### src/pkg/mps_defines.vh
// Constants shared by the pin supervisor: offsets, fields, resets, timing
`ifndef MPS_DEFINES_VH
`define MPS_DEFINES_VH

// Clock period of pclk in ns
`define MPS_CLK_PERIOD_NS      10
// Reset pulse stretch time in ns (plain default, no figure is given)
`define MPS_T_RP_NS            1000
// Stretch time as whole pclk cycles, rounded up, zero for a zero time
`define MPS_T_RP_CYCLES        ((`MPS_T_RP_NS + `MPS_CLK_PERIOD_NS - 1) / `MPS_CLK_PERIOD_NS)
// Cycles the address pin is synchronised before capture after power-up
`define MPS_ADDR_SETTLE        2'h3

// Register byte offsets on APB
`define MPS_REG_CONFIG         8'h00
`define MPS_REG_STATUS         8'h04
`define MPS_REG_PINS           8'h08
`define MPS_REG_FANSPD         8'h0c

// Configuration register fields
`define MPS_CFG_INT_EN         1
`define MPS_CFG_D2NEG_DIG      2
`define MPS_CFG_D2POS_DIG      3
`define MPS_CFG_GPI_POL        4
`define MPS_CFG_RESET          5'h00

// Status register fields
`define MPS_ST_GPI             4
`define MPS_ST_THERM           5

// Fan speed register reset value and full-on code
`define MPS_FANSPD_RESET       8'h00
`define MPS_FANSPD_FULL        8'hff

// Fixed upper five bits of the bus address
`define MPS_BUS_ADDR_HI        5'h0b
// Low address bits per address pin state
`define MPS_ADDR_LO_GND        2'h2
`define MPS_ADDR_LO_OPEN       2'h0
`define MPS_ADDR_LO_VCC        2'h1

`endif

### src/core/mps_stretch.v
// Reset pulse stretcher: holds a reset active a fixed time after its cause
`timescale 1ns/1ns
`include "mps_defines.vh"

module mps_stretch #(
  parameter [15:0] STRETCH_CYCLES = `MPS_T_RP_CYCLES
) (
  // Clock and reset
  input  wire pclk,
  input  wire presetn,
  // Cause of reset, already on pclk
  input  wire cause,
  // Stretched reset, active high
  output wire active
);

  reg [15:0] cnt_q;     // Remaining stretch cycles
  reg        active_q;  // Registered reset output

  ////////////////////////////////////////////////////////////////////////////
  // Reload while the cause stands, count down once it clears. Comes out of
  // reset already active so the output never glitches inactive at power-up.
  always @(posedge pclk or negedge presetn) begin
    if (!presetn) begin
      cnt_q    <= STRETCH_CYCLES;
      active_q <= 1'b1;
    end else begin
      if (cause) begin
        cnt_q <= STRETCH_CYCLES;
      end else if (cnt_q != 16'h0000) begin
        cnt_q <= cnt_q - 16'h0001;
      end
      active_q <= cause | (cnt_q > 16'h0001);
    end
  end

  assign active = active_q;

endmodule

### src/core/mps_supervisor.v
// Pin supervisor: resets, fan pins, thermal and GENERAL_LOGIC_INPUT pins, bus pins, APB regs
`timescale 1ns/1ns
`include "mps_defines.vh"

module mps_supervisor #(
  parameter [15:0] STRETCH_CYCLES = `MPS_T_RP_CYCLES
) (
  // Clock and reset (presetn acts as power-on reset)
  input  wire        pclk,
  input  wire        presetn,
  // APB slave
  input  wire        psel,
  input  wire        penable,
  input  wire        pwrite,
  input  wire [7:0]  paddr,
  input  wire [31:0] pwdata,
  output wire        pready,
  output wire        pslverr,
  output wire [31:0] prdata,
  // Supply comparators (asynchronous levels)
  input  wire        vcc_below_thr,
  input  wire        second_supply_sense_low,
  // Manual reset pin
  input  wire        manual_reset_n,
  // Primary reset open-drain pin
  input  wire        primary_reset_n_in,
  output wire        primary_reset_n_out,
  output wire        primary_reset_n_oe,
  // Device reset request from the primary reset pin
  output wire        device_reset_req,
  // Secondary reset open-drain pin
  output wire        secondary_reset_n_out,
  output wire        secondary_reset_n_oe,
  // Fan off request open-drain pin and its internal cause
  input  wire        fan_off_request,
  output wire        fan_off_n_out,
  output wire        fan_off_n_oe,
  // Fan speed analog output / test enable pin
  input  wire        fan_speed_out_test_enable,
  output wire [7:0]  fan_speed_code,
  output wire        nand_test_mode,
  // Address select pin: two sensed levels, plus test output drive
  input  wire        bus_id_pin_hi,
  input  wire        bus_id_pin_lo,
  output wire        bus_id_pin_test_out,
  output wire        bus_id_pin_test_oe,
  output wire [6:0]  bus_address,
  // Diode2 negative / thermal open-drain pin
  input  wire        diode2_neg_in,
  output wire        diode2_neg_out,
  output wire        diode2_neg_oe,
  input  wire        over_temp_event,
  // Diode2 positive / general logic input pin
  input  wire        diode2_pos_in,
  output wire        diode2_neg_analog,
  output wire        diode2_pos_analog,
  // Interrupt open-drain pin and its cause
  input  wire        trip_violation,
  output wire        int_n_out,
  output wire        int_n_oe,
  // Management bus pins and engine side
  input  wire        bus_clk_in,
  input  wire        bus_data_in,
  input  wire        bus_data_drive_low,
  output wire        bus_data_out,
  output wire        bus_data_oe,
  output wire        bus_clk_sync,
  output wire        bus_data_sync
);

  ////////////////////////////////////////////////////////////////////////////
  // Pin synchronisers: one generate loop, stage one feeds stage two only

  localparam NSYNC = 10;
  wire [NSYNC-1:0] pin_raw;   // Raw asynchronous pin levels
  wire [NSYNC-1:0] pin_s;     // Second-stage synchronised levels
  // Reset levels: pins idle high, test enable off so no address pin drive
  localparam [NSYNC-1:0] SYNC_RST = 10'h3f7;

  assign pin_raw = {bus_data_in, bus_clk_in, diode2_pos_in, diode2_neg_in,
                    bus_id_pin_lo, bus_id_pin_hi, fan_speed_out_test_enable,
                    primary_reset_n_in, manual_reset_n,
                    second_supply_sense_low};

  genvar gi;
  generate
    for (gi = 0; gi < NSYNC; gi = gi + 1) begin : g_sync
      reg s1_q;  // First stage, read only by s2_q
      reg s2_q;  // Second stage, safe to use
      always @(posedge pclk or negedge presetn) begin
        if (!presetn) begin
          s1_q <= SYNC_RST[gi];
          s2_q <= SYNC_RST[gi];
        end else begin
          s1_q <= pin_raw[gi];
          s2_q <= s1_q;
        end
      end
      assign pin_s[gi] = s2_q;
    end
  endgenerate

  // Main supply comparator synchronised separately: resets to low-supply
  reg vcc_s1_q;   // First stage
  reg vcc_low_q;  // Second stage
  always @(posedge pclk or negedge presetn) begin
    if (!presetn) begin
      vcc_s1_q  <= 1'b1;
      vcc_low_q <= 1'b1;
    end else begin
      vcc_s1_q  <= vcc_below_thr;
      vcc_low_q <= vcc_s1_q;
    end
  end

  // Names for the synchronised pins
  wire supply2_low_s = pin_s[0];
  wire mr_n_s        = pin_s[1];
  wire prim_n_s      = pin_s[2];
  wire test_en_s     = pin_s[3];
  wire addr_hi_s     = pin_s[4];
  wire addr_lo_s     = pin_s[5];
  wire d2neg_s       = pin_s[6];
  wire d2pos_s       = pin_s[7];
  wire scl_s         = pin_s[8];
  wire sda_s         = pin_s[9];

  ////////////////////////////////////////////////////////////////////////////
  // Reset generators

  wire prim_active;  // Primary reset, stretched
  wire sec_active;   // Secondary reset, stretched
  wire sec_cause;    // Any secondary reset cause

  // Primary reset follows the main supply only
  mps_stretch #(
    .STRETCH_CYCLES (STRETCH_CYCLES)
  ) u_prim (
    .pclk    (pclk),
    .presetn (presetn),
    .cause   (vcc_low_q),
    .active  (prim_active)
  );

  // Secondary reset: the pin sensed low covers both our own drive and an
  // external pull, so either keeps the secondary reset asserted
  assign sec_cause = supply2_low_s | vcc_low_q | ~mr_n_s | ~prim_n_s;

  mps_stretch #(
    .STRETCH_CYCLES (STRETCH_CYCLES)
  ) u_sec (
    .pclk    (pclk),
    .presetn (presetn),
    .cause   (sec_cause),
    .active  (sec_active)
  );

  // Open-drain: output always low, enable when asserting
  assign primary_reset_n_out   = 1'b0;
  assign primary_reset_n_oe    = prim_active;
  assign secondary_reset_n_out = 1'b0;
  assign secondary_reset_n_oe  = sec_active;
  // Auxiliary reset gating when driven externally is left to board logic
  assign device_reset_req      = ~prim_n_s;

  ////////////////////////////////////////////////////////////////////////////
  // Fan off request: same-clock input, so no synchroniser
  reg fan_off_q;  // Registered request
  always @(posedge pclk or negedge presetn) begin
    if (!presetn) begin
      fan_off_q <= 1'b0;
    end else begin
      fan_off_q <= fan_off_request;
    end
  end
  assign fan_off_n_out = 1'b0;
  assign fan_off_n_oe  = fan_off_q;

  ////////////////////////////////////////////////////////////////////////////
  // Registers held by software

  reg  [4:0]  cfg_q;      // Configuration
  reg  [7:0]  fanspd_q;   // Fan speed code
  reg         st_gpi_q;   // Sticky general input status
  reg         st_therm_q; // Sticky external thermal status
  reg  [31:0] rdata_q;    // Read data captured in setup phase

  wire int_en    = cfg_q[`MPS_CFG_INT_EN];
  wire d2neg_dig = cfg_q[`MPS_CFG_D2NEG_DIG];
  wire d2pos_dig = cfg_q[`MPS_CFG_D2POS_DIG];
  wire gpi_pol   = cfg_q[`MPS_CFG_GPI_POL];

  // APB decode
  wire setup_ph = psel & ~penable;
  wire acc_ph   = psel & penable;
  wire hit_cfg  = (paddr == `MPS_REG_CONFIG);
  wire hit_st   = (paddr == `MPS_REG_STATUS);
  wire hit_pin  = (paddr == `MPS_REG_PINS);
  wire hit_fan  = (paddr == `MPS_REG_FANSPD);
  wire mapped   = hit_cfg | hit_st | hit_pin | hit_fan;
  wire wr_acc   = acc_ph & pwrite & mapped;
  // Read of the status register clears sticky bits at the access edge
  wire st_read  = acc_ph & ~pwrite & hit_st;

  ////////////////////////////////////////////////////////////////////////////
  // Thermal and general input pins

  // External pull is only seen once our own release has reached the synced
  // pin; otherwise the tail of our own drive would look external
  reg  [2:0] therm_drv_q;                           // Own drive, now and 2 back
  wire therm_ext = d2neg_dig & ~d2neg_s & ~(|therm_drv_q);
  // General input active level per polarity bit (1 = active high)
  wire gpi_act   = d2pos_dig & (gpi_pol ? d2pos_s : ~d2pos_s);

  always @(posedge pclk or negedge presetn) begin
    if (!presetn) begin
      therm_drv_q <= 3'h0;
    end else begin
      therm_drv_q <= {therm_drv_q[1:0], d2neg_dig & over_temp_event};
    end
  end
  assign diode2_neg_out    = 1'b0;
  assign diode2_neg_oe     = therm_drv_q[0];
  // Analog front-end switches stay on while the pin is in diode mode
  assign diode2_neg_analog = ~d2neg_dig;
  assign diode2_pos_analog = ~d2pos_dig;

  ////////////////////////////////////////////////////////////////////////////
  // Register writes and sticky status; set wins over a clearing read
  always @(posedge pclk or negedge presetn) begin
    if (!presetn) begin
      cfg_q      <= `MPS_CFG_RESET;
      fanspd_q   <= `MPS_FANSPD_RESET;
      st_gpi_q   <= 1'b0;
      st_therm_q <= 1'b0;
    end else begin
      if (wr_acc && hit_cfg) begin
        cfg_q <= pwdata[4:0];
      end
      if (wr_acc && hit_fan) begin
        fanspd_q <= pwdata[7:0];
      end
      // Cleared by a read only while the input is inactive
      if (gpi_act) begin
        st_gpi_q <= 1'b1;
      end else if (st_read) begin
        st_gpi_q <= 1'b0;
      end
      if (therm_ext) begin
        st_therm_q <= 1'b1;
      end else if (st_read) begin
        st_therm_q <= 1'b0;
      end
    end
  end

  ////////////////////////////////////////////////////////////////////////////
  // Fan speed output: forced full while an external thermal pull stands
  reg [7:0] fan_code_q;  // Registered DAC code
  always @(posedge pclk or negedge presetn) begin
    if (!presetn) begin
      fan_code_q <= `MPS_FANSPD_RESET;
    end else if (therm_ext) begin
      fan_code_q <= `MPS_FANSPD_FULL;
    end else begin
      fan_code_q <= fanspd_q;
    end
  end
  assign fan_speed_code = fan_code_q;

  ////////////////////////////////////////////////////////////////////////////
  // Bus address: address pin captured once after power-up settling

  reg [1:0] settle_q;    // Settling count
  reg       captured_q;  // Address taken
  reg [1:0] addr_lo_q;   // Low address bits
  always @(posedge pclk or negedge presetn) begin
    if (!presetn) begin
      settle_q   <= 2'h0;
      captured_q <= 1'b0;
      addr_lo_q  <= `MPS_ADDR_LO_OPEN;
    end else if (!captured_q) begin
      if (settle_q != `MPS_ADDR_SETTLE) begin
        settle_q <= settle_q + 2'h1;
      end else begin
        captured_q <= 1'b1;
        // Neither comparator tripped means the pin floats
        if (addr_lo_s) begin
          addr_lo_q <= `MPS_ADDR_LO_GND;
        end else if (addr_hi_s) begin
          addr_lo_q <= `MPS_ADDR_LO_VCC;
        end else begin
          addr_lo_q <= `MPS_ADDR_LO_OPEN;
        end
      end
    end
  end
  assign bus_address = {`MPS_BUS_ADDR_HI, addr_lo_q};

  ////////////////////////////////////////////////////////////////////////////
  // NAND test: chain of the digital inputs shown on the address pin.
  // Fan speed output is an analog pin; the test only changes its use here.
  reg nand_q;  // Registered tree output
  always @(posedge pclk or negedge presetn) begin
    if (!presetn) begin
      nand_q <= 1'b0;
    end else begin
      nand_q <= ~(mr_n_s & prim_n_s & d2pos_s & d2neg_s & scl_s & sda_s);
    end
  end
  assign nand_test_mode      = test_en_s;
  assign bus_id_pin_test_out = nand_q;
  assign bus_id_pin_test_oe  = test_en_s;

  ////////////////////////////////////////////////////////////////////////////
  // Interrupt output, disabled after reset
  reg int_q;  // Registered interrupt drive
  always @(posedge pclk or negedge presetn) begin
    if (!presetn) begin
      int_q <= 1'b0;
    end else begin
      int_q <= int_en & trip_violation;
    end
  end
  assign int_n_out = 1'b0;
  assign int_n_oe  = int_q;

  ////////////////////////////////////////////////////////////////////////////
  // Management bus pins: clock is input only, data open-drain
  assign bus_clk_sync  = scl_s;
  assign bus_data_sync = sda_s;
  assign bus_data_out  = 1'b0;
  assign bus_data_oe   = bus_data_drive_low;

  ////////////////////////////////////////////////////////////////////////////
  // APB read data, captured in the setup phase so prdata is registered.
  // Status seen is the value before any clear at the access edge.
  always @(posedge pclk or negedge presetn) begin
    if (!presetn) begin
      rdata_q <= 32'h0000_0000;
    end else if (setup_ph && !pwrite) begin
      rdata_q <= 32'h0000_0000;
      if (hit_cfg) begin
        rdata_q[4:0] <= cfg_q;
      end
      if (hit_st) begin
        rdata_q[`MPS_ST_GPI]   <= st_gpi_q | gpi_act;
        rdata_q[`MPS_ST_THERM] <= st_therm_q | therm_ext;
      end
      if (hit_pin) begin
        rdata_q[6:0]  <= bus_address;
        rdata_q[7]    <= test_en_s;
        rdata_q[8]    <= prim_active;
        rdata_q[9]    <= sec_active;
        rdata_q[10]   <= d2pos_s;
        rdata_q[11]   <= d2neg_s;
      end
      if (hit_fan) begin
        rdata_q[7:0] <= fanspd_q;
      end
    end
  end

  // Zero wait states; unmapped offsets answer with an error
  assign pready  = 1'b1;
  assign pslverr = acc_ph & ~mapped;
  assign prdata  = rdata_q;

endmodule

### config.mk
export PLATFORM = sky130hd
export DESIGN_NAME = mps_supervisor
export DESIGN_NICKNAME = d
export VERILOG_FILES = /design/src/core/mps_stretch.v /design/src/core/mps_supervisor.v
export VERILOG_INCLUDE_DIRS = /design/src /design/src/pkg
export SDC_FILE = /design/constraint.sdc
export NUM_CORES = 1
export LEC_CHECK = 0
export ABC_AREA = 0
export BUFFER_PORTS_ARGS = -buffer_cell sky130_fd_sc_hd__buf_2
export CORE_MARGIN = 2
export CORE_UTILIZATION = 40
export CTS_CLUSTER_DIAMETER = 80
export CTS_CLUSTER_SIZE = 28
export DETAILED_ROUTE_END_ITERATION = 10
export PLACE_DENSITY = 0.68
export SETUP_SLACK_MARGIN = 0.3
export SLEW_MARGIN = 20
export SYNTH_ARGS = -nofsm -noshare
export SYNTH_HDL_FRONTEND = slang
export SYNTH_SLANG_ARGS = --single-unit
### constraint.sdc
create_clock -name pclk -period 1.9 [get_ports pclk]
set_input_delay 0.095 -clock pclk [delete_from_list [all_inputs] [get_ports pclk]]
set_output_delay 0.095 -clock pclk [all_outputs]
set_load 0.005 [all_outputs]
* Yosys cells after proc, flatten, opt, wreduce, memory -nomap -nowiden *
Index checks and enable logic that the tools add are counted.

storage, ports and cells
  register bits = 102
  input bits = 60
  output and inout bits = 69
  logic and storage cells = 119

cells by class
  $add $sub $neg = 3
  order comparisons = 2
  eq/ne operators = 4
  multiplexer cells = 17
  bitwise operators = 40
  reductions and logical operators = 14

operators by type and width
  operator               count
  $mux 16                4
  $gt 16x1->1 const B    2
  $reduce_bool 16->1     2
  $sub 16x1->16 const B  2
  $and 1x1->1            17
  $eq 8x4->1 const B     2
  $mux 8                 2
  $not 1->1              13
  $mux 12                1
  $or 1x1->1             10
  $eq 8x3->1 const B     1
  $logic_not 8->1        1
  $reduce_bool 2->1      4
  $mux 1                 7
  $mux 5                 1
  $mux 2                 2
  $reduce_and 2->1       2
  $logic_and 1x1->1      3
  $reduce_or 3->1        1
  $add 2x1->2 const B    1
  $ne 2x2->1 const B     1
  $logic_not 1->1        1

* Longest topological paths before layout *
  depth in word-level cells = 7
  mapped depth = 7
  depth with buffers taken out = 6

* Cells and area by module *
From an unflattened synthesis, not the netlist that was laid out.

second synthesis, totals
  cell total of the unflattened synthesis = 414
  area total of the unflattened synthesis = 4765.8 µm²

by module, submodules not included
  module          instances  cells an instance  area an instance (µm²)  sequential area each (µm²)
  mps_supervisor  1          218                2821.5                  1726.7
  mps_stretch     2          98                 972.2                   430.4

* Least setup slack after synthesis *
Ideal clock, no wire load.

  path type = register to register
  start point = register u_prim.cnt_q[0]
  end point = register u_prim.cnt_q[6]
  library setup time = 75 ps
  arrival time = 1951 ps
  data required time = 1825 ps
  path slack = -126 ps
  stages on the path, launching flop included = 7
  path buffers = 1
  period minus slack after synthesis = 2026 ps
  cells stage by stage = dfrtp_1 inv_1 ha_1 or3b_2 buf_2 a2111oi_0 mux2i_1

on the way
  cells in the longest elaborated chain, start to end = 3
  elaborated cells between the ends (all ways) = 5
  those cells by class = 1 x add/sub; 2 x mux; 2 x reduce/logical

ends and longest elaborated chain
  item                    line              source
  start, declared         mps_stretch.v:17  reg [15:0] cnt_q;
  start signal, assigned  mps_stretch.v:31  cnt_q <= cnt_q - 16'h0001;
  $sub 16x1->16           mps_stretch.v:31
  $mux 16                 mps_stretch.v:30  end else if (cnt_q != 16'h0000) begin
  $mux 16                 mps_stretch.v:28  if (cause) begin

Several ways; a longest one is shown, not always the timed one. The select of a mux whose other input is x is not followed.
A chain may end at the register's enable or synchronous reset.

* Final worst setup path *
  start point = register u_prim.cnt_q[1]
  end point = register u_prim.cnt_q[15]

Same word-level chain as after synthesis.

==> results.json <==
{
  "syn_to_final_growth_pct": 33.57,
  "grt.total_usage_pct": 16.65,
  "nets": 629,
  "place_ws_ns": -0.09390,
  "antenna_found_initial": 0,
  "io_buffers": 70,
  "min_period_over_period_pct": 99.73,
  "yosys.cell_types.count": 52,
  "wl_per_cell_um": 14.52,
  "cp-start-kind": "register",
  "setup_slack_ns": 0.005216,
  "holdCritPathClass": "input port to register",
  "clkLatencyLatePin_ns": 0.34,
  "die_x_um": 111.6,
  "synth_area_um2": 4629,
  "ys_async_sr_fraction_pct": 100.0,
  "setup.worst_path.end": "u_prim.cnt_q[15]$_DFFE_PN0P_",
  "muxShareOfSynthArea_pct": 4.946,
  "post_synth.cell_area_avg_um2": 10.84,
  "required_ns": 2.18,
  "die_h_um": 111.6,
  "synth_compound_area_share_pct": 10.22,
  "antenna_left": 0,
  "initial_core_util_pct": 40.72,
  "synth_top_family_by_area": "simple AND/OR/NAND/NOR gates",
  "yosysSeqAreaShare_pct": 55.89,
  "htree_levels": 3,
  "clk_pin_slew_ns": 0.07,
  "core_um2": 11370,
  "rsz0062_at_grt": "true",
  "fillers": 965,
  "root_buffer": "clkbuf_16",
  "cts_tree": "yes",
  "hold_viol": 0,
  "crit_path_max_fanout": 4,
  "finalPower_w": 0.004417,
  "vias": 3629,
  "overflow": 0,
  "reg2reg_depth": 4,
  "drv_slew": 0,
  "final_cell_mix": "dfrtp_1, buf_2, buf_4",
  "maxCapViolations": 0,
  "clock_path_buffers": 2,
  "synth-edff-count": 0,
  "ir_drop_uv": 392.7,
  "max_freq_mhz": 527.8,
  "max_slew_margin_pct": 64.53,
  "r2r_slack_ns": 0.005,
  "startpoint": "u_prim.cnt_q[1]$_DFFE_PN0P_",
  "run_status": "finished clean",
  "setup_viol": 0,
  "synth_xor_xnor_area_share_pct": 1.324,
  "synthAdderAreaFrac_pct": 1.351,
  "drt-pass1-iter-count": 4,
  "r2r_start": "u_prim.cnt_q[1]$_DFFE_PN0P_",
  "via_per_inst": 5.097,
  "grt_max_degree": 47,
  "clock_sinks": 102,
  "final.setup_skew_ns": 0.007341,
  "grt_pass1_vias": 3504,
  "path_class": "register to register",
  "arrival_ns": 2.17,
  "power_density_nw_per_um2": 714.4,
  "syn_inst": 427,
  "power.leakage_nw": 2.873,
  "diodes": 0,
  "synth-simple-area-share_pct": 18.27,
  "worst_slew_pin_slew_ns": 0.5306,
  "synth_warnings": 0,
  "drc": 0,
  "rows": 39,
  "hpwlAfterDp_um": 6791,
  "drt-total-wl_um": 10340,
  "dieArea_um2": 12450,
  "gp_congestion": 0.8077,
  "drtIter0Drc": 191,
  "r2r_end": "u_prim.cnt_q[15]$_DFFE_PN0P_",
  "synthFlopType": "dfrtp_1",
  "grt_pass1_wl_um": 16880,
  "layout_commonest_cell": "dfrtp_1",
  "final.min_clock_period_ns": 1.895,
  "io_pins": 129,
  "synth_seq_cells": 102,
  "final_layout_size_suffix_gt1_share_pct": 40.25,
  "cts_made_buffers": 9,
  "crit_path_end_kind": "register"
}
## worst min-delay path by stage
| stage | start | endpoint | slack (ns) | depth (start not counted) |
|---|---|---|---|---|
| floorplan | presetn | addr_lo_q[0]$_DFFE_PN0P_ | -0.20 | 0 |
| global placement | presetn | fan_speed_code[6]$_DFF_PN0_ | 0.08 | 1 |
| detailed placement | presetn | fan_speed_code[6]$_DFF_PN0_ | 0.08 | 1 |
| CTS | psel | prdata[0]$_DFFE_PN0P_ | 0.08 | 3 |
| global route | psel | prdata[0]$_DFFE_PN0P_ | 0.13 | 3 |
| finish | psel | prdata[0]$_DFFE_PN0P_ | 0.1 | 3 |
## flip-flops by register name, summed over array words and instances, names as in the netlist, 2 cells and up
name,count
g_sync.s1_q,10
fan_speed_code,8
cfg_q,5
u_prim.cnt_q,16
fanspd_q,8
therm_drv_q,3
addr_lo_q,2
u_sec.cnt_q,16
settle_q,2
prdata,12
g_sync.s2_q,3
## cell usage after synthesis (all sizes together) (2+ instances only)
cell type / n / area, µm²
a211oi: 4 / 30.03
a21oi: 16 / 80.08
a22o: 3 / 26.28
a31o: 2 / 17.52
a31oi: 9 / 56.30
a41o: 3 / 30.03
and2: 2 / 12.51
and3: 3 / 18.77
buf: 36 / 265.3
clkbuf: 10 / 37.54
conb: 2 / 7.510
dfrtp: 74 / 1852
dfstp: 28 / 735.7
ha: 5 / 62.56
inv: 16 / 60.06
mux2: 15 / 168.9
mux2i: 6 / 60.06
nand2: 37 / 138.9
nand2b: 16 / 100.1
nand3: 10 / 50.05
nand4: 7 / 50.05
nor2: 38 / 142.6
nor2b: 3 / 18.77
nor3: 8 / 45.04
nor3b: 2 / 15.01
nor4: 11 / 96.34
o211ai: 2 / 20.02
o21ai: 17 / 85.08
o31ai: 8 / 60.06
o41ai: 2 / 17.52
or3: 4 / 25.02
or4: 11 / 87.58
xnor2: 4 / 35.03
xor2: 3 / 26.28
## power breakdown
part | internal, W | switching (W) | leakage (nW) | total [W]
registers | 0.00225 | 0.0000467 | 1.29 | 0.00230
clock network | 0.000906 | 0.000818 | 0.128 | 0.00172
logic | 0.000185 | 0.000209 | 1.46 | 0.000394
total | 0.00334 | 0.00107 | 2.87 | 0.00442
## critical path, cell delays in order, from the launching register on
cell and delay (ns):
dfrtp_1 0.41, or4_4 0.52, or4_4 0.43, or3_4 0.34, a21oi_2 0.13
## metal layers
layer	GRT usage (%)	vias up	part of all wire, %
met5	0	-	0
met4	6.584	0	1.9
met3	3.756	16	4.5
met1	21.41	1787	43
li1	-	1719	-
met2	27.52	107	51
## layout make-up
class                           instances  area [µm²]  share of cell area (%)
Clock buffer                           11       232.7                   3.764
Inverter                               16       60.06                  0.9713
Clock inverter                          5       43.79                  0.7082
Multi-Input combinational cell        294        2106                   34.06
Timing Repair Buffer                  141       970.9                   15.70
Sequential cell                       102        2591                   41.91
Tap cell                              143       178.9                   2.894
## metrics by stage
stage	hold slack [ns]	TNS, ns	area, µm²	instances	utilization, %
after global routing	0.1308	-0.06736	6183	712	54.39
after detailed placement	0.08372	-0.1619	5288	647	46.51
final	0.09669	0	6183	712	54.39
after CTS	0.08184	0	5988	699	52.67
after global placement	0.07544	0	5288	647	46.51
after floorplan	-0.2006	0	4883	457	-
## what timing repair did
action                     4_1_cts  5_1_grt
gates cloned                     0        1
setup endpoints to repair       30       32
hold endpoints to repair        57        0
resized for setup               19       22
hold buffers                    23        0
setup buffers                   13       12
pin swaps                        7       16
## cells by family after synthesis
| group | count (synthesis) |
|---|---|
| flip-flops | 102 |
| AND/OR/NAND/NOR | 157 |
| buffers and inverters | 62 |
| XOR/XNOR | 7 |
| adder cells (fa/ha/maj) | 5 |
| AO/OA/AOI/OAI | 71 |
| other | 2 |
| multiplexers | 21 |
(Power assumes the default switching activity.)
